### src/logic/fld_pkg.sv
// ****************************************************************
// fast-lock / divider constants
// ****************************************************************
package fld_pkg;

  // register byte offsets
  localparam logic [7:0] FLD_OPT_SEL_ADDR  = 8'h00; // fast_lock_option_select
  localparam logic [7:0] FLD_WIDE_ADDR     = 8'h04; // wide_acquisition_setup
  localparam logic [7:0] FLD_ACQ_PSL_ADDR  = 8'h08; // acquisition_slope_limit
  localparam logic [7:0] FLD_ACQ_BW_ADDR   = 8'h0C; // acquisition_bandwidth
  localparam logic [7:0] FLD_SNAP_FSL_ADDR = 8'h10; // snap_slope_limit
  localparam logic [7:0] FLD_MAXOFS_ADDR   = 8'h14; // max_frequency_offset
  localparam logic [7:0] FLD_DIV_INT_ADDR  = 8'h18; // divider integer part
  localparam logic [7:0] FLD_FRAC_LO_ADDR  = 8'h1C; // fraction bits 31:0
  localparam logic [7:0] FLD_FRAC_HI_ADDR  = 8'h20; // fraction bits 42:32
  localparam logic [7:0] FLD_FINE_ADDR     = 8'h24; // fine adjust, signed ps
  localparam logic [7:0] FLD_STATUS_ADDR   = 8'h28; // status, read only
  localparam logic [7:0] FLD_MEAS_ADDR     = 8'h2C; // applied snap freq offset, after clamping

  // option_select fields: enable bits 3:0, recover-state assign bits 7:4
  localparam int FLD_EN_LSB    = 0;
  localparam int FLD_ASSIGN_LSB = 4;
  localparam int FLD_PRE_EN_BIT = 8;  // pre-acquisition burst enable
  localparam int FLD_RATE_LSB   = 9;  // two-bit rate select
  localparam int FLD_FSL_EN_BIT = 11; // slope-limit enable for snap

  // option index order is precedence order
  localparam int FLD_OPT_FSNAP = 0;
  localparam int FLD_OPT_PSNAP = 1;
  localparam int FLD_OPT_PULL  = 2;
  localparam int FLD_OPT_WIDE  = 3;

  localparam int FLD_FRAC_W = 43;
  localparam int FLD_FRAC_HI_W = 11;

  // phase step rates
  localparam logic [1:0] FLD_RATE_SLOW = 2'h0;
  localparam logic [1:0] FLD_RATE_MED  = 2'h1;
  localparam logic [1:0] FLD_RATE_FAST = 2'h2;

  // fraction deviation and ps per cycle consumed, per rate
  localparam logic [15:0] FLD_DEV_SLOW = 16'h0010;
  localparam logic [15:0] FLD_DEV_MED  = 16'h0100;
  localparam logic [15:0] FLD_DEV_FAST = 16'h1000;
  localparam logic [15:0] FLD_PS_SLOW  = 16'h0001;
  localparam logic [15:0] FLD_PS_MED   = 16'h0010;
  localparam logic [15:0] FLD_PS_FAST  = 16'h0100;

  // pre-acquisition time unit
  localparam int FLD_CLK_HZ = 50_000_000;
  localparam int FLD_MS_US  = 1000;
  localparam int FLD_CYC_PER_MS = FLD_CLK_HZ / 1000;

endpackage : fld_pkg

### src/logic/fld_core.sv
// Design decisions made here: the register offsets and register access over APB.
`timescale 1ns/1ps
// What this block does
// each option enabled, assigned acquire/recover
// pull-in and phase snap never together
// precedence fsnap, psnap, pull-in, wide
// measured offset loaded into divider
// optional slope limit on snap step
// phase snap sets phase immediately
// pull-in bypasses detector and filter
// wide limits applied until lock
// acquire only: max-bandwidth burst first
// divider word feeds outputs and feedback
// divide by integer plus 43-bit fraction
// host keeps ratio within bounds
// signed ps: negative advances, positive delays
// step by raising/lowering frequency briefly
// fast, medium, slow step rates
// unlimited repeated steps
// host steps only in open loop
// finish a step before next
module fld_core
  import fld_pkg::*;
#(
  parameter int INT_W     = 8,   // integer part width
  parameter int PRE_MS_W  = 8,   // pre-acquisition ms field width
  parameter int PRE_CYC_MS = FLD_CYC_PER_MS // cycles per ms, shortenable
) (
  input  wire logic                   pclk,
  input  wire logic                   presetn,
  input  wire logic                   psel,
  input  wire logic                   penable,
  input  wire logic                   pwrite,
  input  wire logic [7:0]             paddr,
  input  wire logic [31:0]            pwdata,
  output logic      [31:0]            prdata,
  output logic                        pready,
  output logic                        pslverr,
  input  wire logic                   acquire_lock_state,  // loop in acquire
  input  wire logic                   recover_lock_state,  // loop in recover
  input  wire logic                   lock_declared,       // lock achieved
  input  wire logic                   meas_valid,          // measurement pulse
  input  wire logic signed [31:0]     meas_freq_offset,    // fraction units
  input  wire logic signed [31:0]     meas_phase_offset,   // ps
  output logic      [INT_W-1:0]       div_int_q,           // to outputs and feedback
  output logic      [FLD_FRAC_W-1:0]  div_frac_q,
  output logic                        phase_snap_q,        // load phase now
  output logic signed [31:0]          phase_snap_val_q,
  output logic                        loop_bypass_q,       // pfd/lpf isolated
  output logic                        wide_active_q,       // relaxed limits on
  output logic                        bw_max_q,            // pre-acq burst
  output logic      [31:0]            acq_bw_q,
  output logic      [31:0]            acq_psl_q,
  output logic      [31:0]            wide_setup_q
);

  // ****************************************************************
  // checks
  // ****************************************************************
  initial begin
    if (INT_W < 5 || INT_W > 32) $error("INT_W out of range");
    if (PRE_CYC_MS < 1) $error("PRE_CYC_MS must be positive");
  end

  typedef enum logic [4:0] {
    FLD_IDLE = 5'h01, // waiting for a lock state
    FLD_PRE  = 5'h02, // bandwidth burst
    FLD_WIDE = 5'h04, // relaxed limits
    FLD_PULL = 5'h08, // open loop pull-in
    FLD_DONE = 5'h10  // option spent, wait for lock state exit
  } fld_state_e;

  // ****************************************************************
  // registers
  // ****************************************************************
  logic [31:0]           opt_sel_q;     // option select
  logic [31:0]           snap_fsl_q;    // snap slope limit
  logic [31:0]           maxofs_q;      // max frequency offset
  logic [INT_W-1:0]      base_int_q;    // programmed integer
  logic [FLD_FRAC_W-1:0] base_frac_q;   // programmed fraction
  logic signed [31:0]    fine_rem_q;    // ps still to step
  logic signed [31:0]    fine_pend_q;   // queued step
  logic                  pend_q;
  logic signed [31:0]    meas_ofs_q;    // last applied snap offset
  fld_state_e            state_q;
  logic [31:0]           pre_cnt_q;

  // ****************************************************************
  // apb decode
  // ****************************************************************
  wire acc     = psel & penable;
  // write lands only at the edge where pready is sampled high
  wire wr      = acc & pwrite & pready;
  wire hit_opt = paddr == FLD_OPT_SEL_ADDR;
  wire hit_any = hit_opt || paddr == FLD_WIDE_ADDR || paddr == FLD_ACQ_PSL_ADDR
              || paddr == FLD_ACQ_BW_ADDR || paddr == FLD_SNAP_FSL_ADDR
              || paddr == FLD_MAXOFS_ADDR || paddr == FLD_DIV_INT_ADDR
              || paddr == FLD_FRAC_LO_ADDR || paddr == FLD_FRAC_HI_ADDR
              || paddr == FLD_FINE_ADDR || paddr == FLD_STATUS_ADDR
              || paddr == FLD_MEAS_ADDR;
  wire wr_fine = wr && paddr == FLD_FINE_ADDR;

  // ****************************************************************
  // option selection
  // ****************************************************************
  // per-state option gating
  wire [3:0] en_bits  = opt_sel_q[FLD_EN_LSB +: 4];
  wire [3:0] rec_bits = opt_sel_q[FLD_ASSIGN_LSB +: 4];
  wire [3:0] live     = en_bits & ((rec_bits & {4{recover_lock_state}})
                      | (~rec_bits & {4{acquire_lock_state}}));
  wire       in_lock_state = acquire_lock_state | recover_lock_state;
  // fixed precedence
  wire sel_fsnap = live[FLD_OPT_FSNAP];
  wire sel_psnap = live[FLD_OPT_PSNAP] & ~sel_fsnap;
  // pull-in excluded by phase snap
  wire sel_pull  = live[FLD_OPT_PULL] & ~live[FLD_OPT_PSNAP] & ~sel_fsnap;
  wire sel_wide  = live[FLD_OPT_WIDE] & ~sel_fsnap & ~live[FLD_OPT_PSNAP] & ~live[FLD_OPT_PULL];
  wire [1:0] rate = opt_sel_q[FLD_RATE_LSB +: 2];

  // clamp to slope limit and max offset
  function automatic logic signed [31:0] clamp(input logic signed [31:0] v,
                                               input logic [31:0] lim);
    logic signed [31:0] l;
    l = $signed({1'b0, lim[30:0]});
    clamp = (v > l) ? l : ((v < -l) ? -l : v);
  endfunction : clamp

  wire signed [31:0] snap_ofs0 = clamp(meas_freq_offset, maxofs_q);
  wire signed [31:0] snap_ofs  = opt_sel_q[FLD_FSL_EN_BIT] ? clamp(snap_ofs0, snap_fsl_q) : snap_ofs0;

  // ****************************************************************
  // fine phase step
  // ****************************************************************
  // rate tables
  wire [15:0] dev = (rate == FLD_RATE_FAST) ? FLD_DEV_FAST : (rate == FLD_RATE_MED) ? FLD_DEV_MED : FLD_DEV_SLOW;
  wire [15:0] pps = (rate == FLD_RATE_FAST) ? FLD_PS_FAST : (rate == FLD_RATE_MED) ? FLD_PS_MED : FLD_PS_SLOW;
  wire signed [31:0] pps_s = $signed({16'h0000, pps});
  wire step_busy = fine_rem_q != 32'sh0;
  // bounded deviation: last cycle consumes the remainder
  wire signed [31:0] take = (fine_rem_q > pps_s) ? pps_s : ((fine_rem_q < -pps_s) ? -pps_s : fine_rem_q);
  // positive delays -> lower freq -> larger divide ratio
  wire [FLD_FRAC_W-1:0] dev_w = {{(FLD_FRAC_W-16){1'b0}}, dev};
  wire [FLD_FRAC_W-1:0] steer_frac = !step_busy ? base_frac_q
                                   : (fine_rem_q > 0) ? base_frac_q + dev_w : base_frac_q - dev_w;
  wire signed [FLD_FRAC_W:0] snap_w = {{(FLD_FRAC_W-31){meas_ofs_q[31]}}, meas_ofs_q};
  wire [FLD_FRAC_W-1:0] out_frac = steer_frac + snap_w[FLD_FRAC_W-1:0];

  // ****************************************************************
  // register writes
  // ****************************************************************
  always_ff @(posedge pclk or negedge presetn) begin
    if (!presetn) begin
      opt_sel_q    <= 32'h0;
      wide_setup_q <= 32'h0;
      acq_psl_q    <= 32'h0;
      acq_bw_q     <= 32'h0;
      snap_fsl_q   <= 32'h0;
      maxofs_q     <= 32'h7FFFFFFF;
      base_int_q   <= '0;
      base_frac_q  <= '0;
    end else if (wr) begin
      if (hit_opt) opt_sel_q <= pwdata;
      else if (paddr == FLD_WIDE_ADDR) wide_setup_q <= pwdata;
      else if (paddr == FLD_ACQ_PSL_ADDR) acq_psl_q <= pwdata;
      else if (paddr == FLD_ACQ_BW_ADDR) acq_bw_q <= pwdata;
      else if (paddr == FLD_SNAP_FSL_ADDR) snap_fsl_q <= pwdata;
      else if (paddr == FLD_MAXOFS_ADDR) maxofs_q <= pwdata;
      // integer and fraction parts
      else if (paddr == FLD_DIV_INT_ADDR) base_int_q <= pwdata[INT_W-1:0];
      else if (paddr == FLD_FRAC_LO_ADDR) base_frac_q[31:0] <= pwdata;
      else if (paddr == FLD_FRAC_HI_ADDR) base_frac_q[FLD_FRAC_W-1:32] <= pwdata[FLD_FRAC_HI_W-1:0];
    end
  end

  // ****************************************************************
  // fine step sequencing
  // ****************************************************************
  always_ff @(posedge pclk or negedge presetn) begin
    if (!presetn) begin
      fine_rem_q  <= 32'sh0;
      fine_pend_q <= 32'sh0;
      pend_q      <= 1'b0;
    end else begin
      // no limit on count of steps
      if (step_busy) fine_rem_q <= fine_rem_q - take;
      else if (pend_q) fine_rem_q <= fine_pend_q;
      // queue while a step runs
      if (wr_fine) begin
        fine_pend_q <= $signed(pwdata);
        pend_q      <= 1'b1;
      end else if (!step_busy && pend_q) begin
        pend_q <= 1'b0;
      end
    end
  end

  // ****************************************************************
  // fast-lock sequencer
  // ****************************************************************
  wire [31:0] pre_ms  = {{(32-PRE_MS_W){1'b0}}, wide_setup_q[PRE_MS_W-1:0]};
  wire [31:0] pre_len = pre_ms * PRE_CYC_MS;

  always_ff @(posedge pclk or negedge presetn) begin
    if (!presetn) begin
      state_q          <= FLD_IDLE;
      pre_cnt_q        <= 32'h0;
      meas_ofs_q       <= 32'sh0;
      phase_snap_q     <= 1'b0;
      phase_snap_val_q <= 32'sh0;
    end else begin
      phase_snap_q <= 1'b0;
      case (state_q)
        FLD_IDLE: begin
          if (in_lock_state && meas_valid) begin
            // load frequency offset
            if (sel_fsnap) begin
              meas_ofs_q <= snap_ofs;
              state_q    <= FLD_DONE;
            // immediate phase set
            end else if (sel_psnap) begin
              phase_snap_q     <= 1'b1;
              phase_snap_val_q <= meas_phase_offset;
              state_q          <= FLD_DONE;
            end else if (sel_pull) begin
              phase_snap_val_q <= meas_phase_offset;
              state_q          <= FLD_PULL;
            // burst only in acquire
            end else if (sel_wide && acquire_lock_state && opt_sel_q[FLD_PRE_EN_BIT] && pre_len != 0) begin
              pre_cnt_q <= pre_len;
              state_q   <= FLD_PRE;
            end else if (sel_wide) begin
              state_q <= FLD_WIDE;
            end
          end
        end
        FLD_PRE: begin
          pre_cnt_q <= pre_cnt_q - 32'h1;
          if (!in_lock_state) state_q <= FLD_IDLE;
          else if (pre_cnt_q == 32'h1) state_q <= FLD_WIDE;
        end
        // relaxed until lock
        FLD_WIDE: begin
          if (lock_declared || !in_lock_state) state_q <= FLD_IDLE;
        end
        // bypass until loop locks
        FLD_PULL: begin
          if (lock_declared || !in_lock_state) state_q <= FLD_IDLE;
        end
        FLD_DONE: begin
          if (!in_lock_state) state_q <= FLD_IDLE;
        end
        default: state_q <= FLD_IDLE;
      endcase
    end
  end

  // ****************************************************************
  // outputs
  // ****************************************************************
  always_ff @(posedge pclk or negedge presetn) begin
    if (!presetn) begin
      div_int_q     <= '0;
      div_frac_q    <= '0;
      loop_bypass_q <= 1'b0;
      wide_active_q <= 1'b0;
      bw_max_q      <= 1'b0;
    end else begin
      // one divider word for both paths
      div_int_q     <= base_int_q;
      div_frac_q    <= out_frac;
      loop_bypass_q <= state_q == FLD_PULL;
      // slope limit stays during burst
      wide_active_q <= state_q == FLD_WIDE || state_q == FLD_PRE;
      bw_max_q      <= state_q == FLD_PRE;
    end
  end

  // ****************************************************************
  // apb read
  // ****************************************************************
  wire [31:0] status = {24'h0, pend_q, step_busy, 1'b0, state_q};
  wire [31:0] rmux = hit_opt ? opt_sel_q
                   : paddr == FLD_WIDE_ADDR ? wide_setup_q
                   : paddr == FLD_ACQ_PSL_ADDR ? acq_psl_q
                   : paddr == FLD_ACQ_BW_ADDR ? acq_bw_q
                   : paddr == FLD_SNAP_FSL_ADDR ? snap_fsl_q
                   : paddr == FLD_MAXOFS_ADDR ? maxofs_q
                   : paddr == FLD_DIV_INT_ADDR ? {{(32-INT_W){1'b0}}, base_int_q}
                   : paddr == FLD_FRAC_LO_ADDR ? base_frac_q[31:0]
                   : paddr == FLD_FRAC_HI_ADDR ? {21'h0, base_frac_q[FLD_FRAC_W-1:32]}
                   : paddr == FLD_FINE_ADDR ? fine_rem_q
                   : paddr == FLD_STATUS_ADDR ? status
                   : paddr == FLD_MEAS_ADDR ? meas_ofs_q : 32'h0;

  // one wait state: pready rises in second access cycle
  always_ff @(posedge pclk or negedge presetn) begin
    if (!presetn) begin
      prdata  <= 32'h0;
      pready  <= 1'b0;
      pslverr <= 1'b0;
    end else begin
      pready  <= acc & ~pready;
      prdata  <= (acc & ~pwrite) ? rmux : 32'h0;
      pslverr <= acc & ~pready & ~hit_any;
    end
  end

endmodule : fld_core

### config.mk
export PLATFORM = sky130hd
export DESIGN_NAME = fld_core
export DESIGN_NICKNAME = d
export VERILOG_FILES = /design/src/logic/fld_pkg.sv /design/src/logic/fld_core.sv
export SDC_FILE = /design/constraint.sdc
export NUM_CORES = 2
export LEC_CHECK = 0
export ABC_AREA = 1
export BUFFER_PORTS_ARGS = -buffer_cell sky130_fd_sc_hd__buf_2
export CAP_MARGIN = 20
export CORE_ASPECT_RATIO = 0.8
export CORE_MARGIN = 2
export CORE_UTILIZATION = 45
export CTS_CLUSTER_SIZE = 12
export DETAILED_ROUTE_END_ITERATION = 7
export PLACE_DENSITY = 0.72
export RECOVER_POWER = 50
export SYNTH_ARGS = -nofsm -noshare
export SYNTH_HDL_FRONTEND = slang
export SYNTH_SLANG_ARGS = --single-unit
### constraint.sdc
create_clock -name pclk -period 8.5 [get_ports pclk]
set_input_delay 1.275 -clock pclk [delete_from_list [all_inputs] [get_ports pclk]]
set_output_delay 1.275 -clock pclk [all_outputs]
set_load 0.01 [all_outputs]
Word-level counts from Yosys, hierarchy flattened
Cells that the tools add are included.
{"block": "totals", "n_memories": 0, "romBits": 0, "input_bits": 113, "elab_cells": 196, "mem_bits_rw": 0, "latch_bits": 0, "out_inout_bits": 217, "regBits": 498}
{"block": "op_classes", "n_shift": 0, "bitwise": 32, "eq_ne": 28, "n_div": 0, "add_sub_neg": 8, "n_mux": 53, "n_mul": 1, "n_lt_le_gt_ge": 7, "reduce_logical": 42}
{"op": "32-bit 2-to-1 mux", "count": 29}
{"op": "32-bit less-than comparator", "count": 3}
{"op": "43-bit 2-to-1 mux", "count": 2}
{"op": "32-bit greater-than comparator", "count": 2}
{"op": "31-bit negator with 32-bit output", "count": 2}
{"op": "32-bit one-hot mux with 2 select lines", "count": 1}
{"op": "32-bit nonzero test", "count": 2}
{"op": "5-bit 2-to-1 mux", "count": 11}
{"op": "43-bit by 13-bit adder with 43-bit output", "count": 1}
{"op": "43-bit adder", "count": 1}
{"op": "43-bit by 13-bit subtractor with 43-bit output", "count": 1}
{"op": "32-bit by 1-bit == test with 1-bit output, second input constant", "count": 1}
{"op": "8-bit by 5-bit == test with 1-bit output, second input constant", "count": 4}
{"op": "8-bit by 6-bit == test with 1-bit output, second input constant", "count": 4}
{"op": "32-bit by 1-bit greater-than comparator with 1-bit output, second input constant", "count": 1}
{"op": "32-bit by 10-bit greater-than comparator with 1-bit output", "count": 1}
{"op": "9-bit negator with 32-bit output", "count": 1}
{"op": "32-bit by 1-bit subtractor with 32-bit output, second input constant", "count": 1}
{"op": "32-bit subtractor", "count": 1}
{"op": "8-bit by 12-bit multiplier with 20-bit output, second input constant", "count": 1}
{"op": "5-bit one-hot mux with 4 select lines", "count": 1}
{"op": "9-bit 2-to-1 mux", "count": 2}
{"op": "8-bit by 4-bit == test with 1-bit output, second input constant", "count": 2}
{"op": "1-bit inverter", "count": 14}
{"op": "34 further kinds", "count": 82}

Longest topological paths before layout
{"block": "logic_depth", "depth_word": 17, "depth_mapped": 53, "mapped_depth_nobuf": 51}

Worst setup path after synthesis
No wires, ideal clock.
{"block": "synth_path", "kind": "register to register", "from": "register maxofs_q[1]", "to": "register meas_ofs_q[12]", "period_less_slack_ns": 6.493, "setup_slack_ns": 2.007, "path_stages_with_launch": 49, "arrival_ns": 6.420, "setup_time_ns": 0.073, "path_cell_list": "dfstp_2 -> inv_1 -> ha_1 -> nand3_1 -> nor3_1 -> inv_1 -> nor2_1 -> nand3_1 -> nor2_1 -> inv_1 -> nor3_1 -> nand2_1 -> inv_1 -> nand2_1 -> inv_1 -> nand4_1 -> nor3_1 -> o22ai_1 -> [... 13 more ...] -> a221oi_1 -> inv_1 -> ha_1 -> nand2_1 -> inv_1 -> nand3_1 -> nor3_1 -> nand2_1 -> o21a_1 -> o21a_1 -> o21ai_0 -> a21oi_1 -> or3_1 -> buf_6 -> buf_6 -> nor3_2 -> nor2_1 -> a21oi_2"}
{"block": "synth_via", "elab_chain_len": 8, "word_cells_on_any_way": 10, "cone_classes": "add/sub (1); order compare (4); mux (5)"}
{"element": "start: declaration", "line_no": "fld_core.sv:78", "text": "logic [31:0] maxofs_q;"}
{"element": "start signal: assignment", "line_no": "fld_core.sv:167", "text": "else if (paddr == FLD_MAXOFS_ADDR) maxofs_q <= pwdata;"}
{"element": "31-bit negator with 32-bit output", "line_no": "fld_core.sv:125", "text": "clamp = (v > l) ? l : ((v < -l) ? -l : v);"}
{"element": "32-bit less-than comparator", "line_no": "fld_core.sv:125"}
{"element": "32-bit 2-to-1 mux", "line_no": "fld_core.sv:125"}
{"element": "32-bit 2-to-1 mux (*)", "line_no": "fld_core.sv:125"}
{"element": "32-bit less-than comparator", "line_no": "fld_core.sv:125"}
{"element": "32-bit 2-to-1 mux (2 in series)", "line_no": "fld_core.sv:125"}
{"element": "32-bit 2-to-1 mux (*)", "line_no": "fld_core.sv:129", "text": "wire signed [31:0] snap_ofs = opt_sel_q[FLD_FSL_EN_BIT] ? clamp(snap_ofs0, snap_fsl_q) : snap_ofs0;"}
{"element": "end signal: assignment", "line_no": "fld_core.sv:217", "text": "meas_ofs_q <= snap_ofs;"}
{"element": "end: declaration", "line_no": "fld_core.sv:84", "text": "logic signed [31:0] meas_ofs_q;"}
Every way passes the cells marked *; elsewhere a longest branch is shown, timed or not.
A chain may end at the register's enable or synchronous reset.

Worst setup path in the final report
{"block": "layout_path", "from": "register maxofs_q[1]", "to": "register meas_ofs_q[27]"}
Same word-level chain as after synthesis.

==> metrics.csv <==
metric,value,unit
area grow syn2layout,12.8,%
Detailed Route WL,123000,µm
share of the synthesized area in the top cell type,34.0,%
hold crit path type,register to register,
DIE AREA,78500,µm²
Post-Syn Instances,4425,
Core Rows,90,
P per Cell Area,233,nW/µm²
Multi-input gate area,19400,µm²
total power,9.03,mW
Worst Setup Start Kind,register,
Worst EP required,9.04,ns
multiplexer share of the synthesized area,1.05,%
Worst Path Buf+Inv,8,
DP HPWL,93100,µm
prevailing post-synth register cell,dfrtp_1,
CTS tree,done,
Clock Path Buffers,3,
Synth area leader,dfrtp_1,
Syn Area/Cell,7.75,µm²
failing checks,"max-capacitance violations, max-slew violations",
max_cap viols,2,
I/O Pins,330,
# H-tree levels,2,
via/cell ratio,5.76,
layout cells sized above 1,11.0,%
Die Height,251,µm
CP startpoint,maxofs_q[1],
Slew Limit Fails,176,
"top cells by area, synth","dfrtp_1, ha_1, nand2_1",
worst-path maximum fanout,25,
Finish-stage setup viols,0,
CTS Buf Count,55,
post-synthesis xor/xnor area fraction,3.52,%
Core ar.,75400,µm²
Chip Width,313,µm
CTS Hold Bufs,0,
DRT iter0 DRCs,3778,
sink of the worst hold path,div_int_q[1],
total grt overflow,0,
CP Capture Type,register,
DRC Markers,0,
global-route usage over all layers,30.8,%
Netlist cell types,72,
list of most frequent post-synthesis cells,"nand2_1, o21ai_0, inv_1, dfrtp_1, a21oi_1",
GP Congestion,0.975,
ys async rst share,100,%
Hold Path Depth,0,
top-count cell post-synth,nand2_1,
number of antenna violations at the first check in global routing,5,
worst clock skew,0.0415,ns
critical path arrival,8.41,ns
area share of fa/ha/maj cells after synthesis,12.3,%
CP top delay family,simple AND/OR/NAND/NOR gates,
Pre-antenna DRT Iters,6,
compound-cell area share of the yosys netlist,19.3,%
worst slew pin tran,6.64,ns
"FF+latch count, synth",498,
Avg WL per Cell,21.4,µm
first-pass GRT wire length,188000,µm
Reg2Reg Depth,43,
critical setup path kind,register to register,
r2r endpoint,meas_ofs_q[27],
Final Cycle Share,92.5,%
Detail Route Antenna Nets,0,
setup TNS,0,ns
r2r setup slk,0.63,ns
slew margin rel.,-343,%
Worst path slowest cell,nor2_4,
total number of vias,33200,
Synth Area in Simple Gates,19.8,%
port buffer count,329,
"EDFF count, synth",0,
vias in the first global route,30700,
min-delay src,base_int_q[1],
combinational family with the most area after synthesis,simple AND/OR/NAND/NOR gates,
largest net degree at the start of global routing,158,
CP Depth,43,
final hold vios,0,
"most used cell, CP",nand2_1,
TritonCTS Sinks,498,
outcome,"complete, but fails checks",
leakage,19.4,nW
CTS Root Cell,clkbuf_16,
Crit path largest cell delay,0.59,ns
mapped cell area,34300,µm²
# fillers,7386,
Worst-Skew Late Latency,0.66,ns
Worst R2R Start,maxofs_q[1],
RSZ-0062 raised after global routing,no,
fin crit period,7.87,ns
FF+latch area,12500,µm²
# diodes,0,
clk slew on worst S/H paths,0.06,ns
"Seq/Total Area, Yosys",36.4,%
Initial Utilization,45.5,%
Total Nets Final,5146,
synth warn,0,
Max VDD drop,0.000181,V
fmax,127,MHz
## kinds of logic (layout without fill, tap and decap cells)
kind of cell / Yosys count / in the layout
flops: 498 / 498
buf+inv: 664 / 975
xor+xnor: 138 / 138
compound gates: 1168 / 1168
mux: 32 / 32
other cells: 1 / 12
simple gates: 1595 / 1595
fa+ha+maj: 329 / 329
## cells in the final DEF (no fill, tap or decap), types with 14 or more instances in the layout
cell type	n
a211oi_1	41
a21oi_1	324
a221oi_1	18
a31oi_1	33
buf_2	236
buf_4	36
clkbuf_1	110
clkbuf_16	55
dfrtp_1	466
dfstp_2	31
fa_1	14
ha_1	315
inv_1	490
mux2_2	32
nand2_1	910
nand3_1	184
nand4_1	55
nor2_1	286
nor3_1	46
nor4_1	24
o211ai_1	26
o21a_1	30
o21ai_0	539
o21ai_1	22
o221ai_1	19
o22ai_1	27
or2_2	28
xnor2_1	29
xor2_1	109
## worst register-to-register path, delay by kind of cell, from the launching register on
family | cells | cell delay [ns]
DFF | 1 | 0.39
AOI/OAI and AO/OA | 6 | 1.15
and+or+nand+nor | 26 | 4.40
buffers and inverters | 8 | 0.97
adders and majority gates | 3 | 0.84
## area by class of cell
cell class | instances | share of cell area, %
multi-input combinational | 3274 | 50.1
sequential | 498 | 32.3
timing repair buffer | 372 | 4.90
inverter | 503 | 4.88
clock buffer | 81 | 4.04
tap | 1012 | 3.27
clock inverter | 19 | 0.530
## registers in the layout, summed over array words and instances, names as in the netlist, 5 cells and up
register,cells
acq_bw_q,32
acq_psl_q,32
base_frac_q,43
base_int_q,8
div_frac_q,43
div_int_q,8
fine_pend_q,32
fine_rem_q,32
maxofs_q,32
meas_ofs_q,32
opt_sel_q,32
phase_snap_val_q,32
prdata,32
pre_cnt_q,32
snap_fsl_q,32
state_q,5
wide_setup_q,32
## worst max-delay path by stage
stage / slack (ns) / endpoint
CTS: 0.72 / meas_ofs_q[12]
detailed placement: 0.75 / meas_ofs_q[12]
finish: 0.63 / meas_ofs_q[27]
global placement: 0.96 / meas_ofs_q[12]
floorplan: 2.01 / meas_ofs_q[12]
global route: 0.05 / meas_ofs_q[17]
## what timing repair did
action / in CTS / in global routing
setup buffers: 0 / 0
gates resized for setup: 0 / 5
setup endpoints to repair: 0 / 24
## per-stage QoR
step	hold slack (ns)	utilization (%)	std cells	setup slack [ns]	area, µm²
6_report	0.408	51.3	5759	0.635	38700
5_1_grt	0.428	51.3	5759	0.0516	38700
2_1_floorplan	0.369	-	4436	2.01	34300
3_5_place_dp	0.401	49.0	5657	0.749	37000
3_3_place_gp	0.398	49.0	5657	0.957	37000
4_1_cts	0.408	51.4	5757	0.723	38800
## metal layers
layer	up-vias	part of all wire [%]	global-route usage [%]
met3	230	11	7.56
met4	6	3.6	10.7
met2	1561	42	45.2
met5	-	0.024	0
met1	15800	43	44.2
li1	15600	-	-
## report_power, final
group	internal [mW]	switching, mW
Sequential	2.62	0.229
Clock	1.32	1.07
Combinational	1.32	2.48
Note: power is estimated with default switching activity, not from simulation.
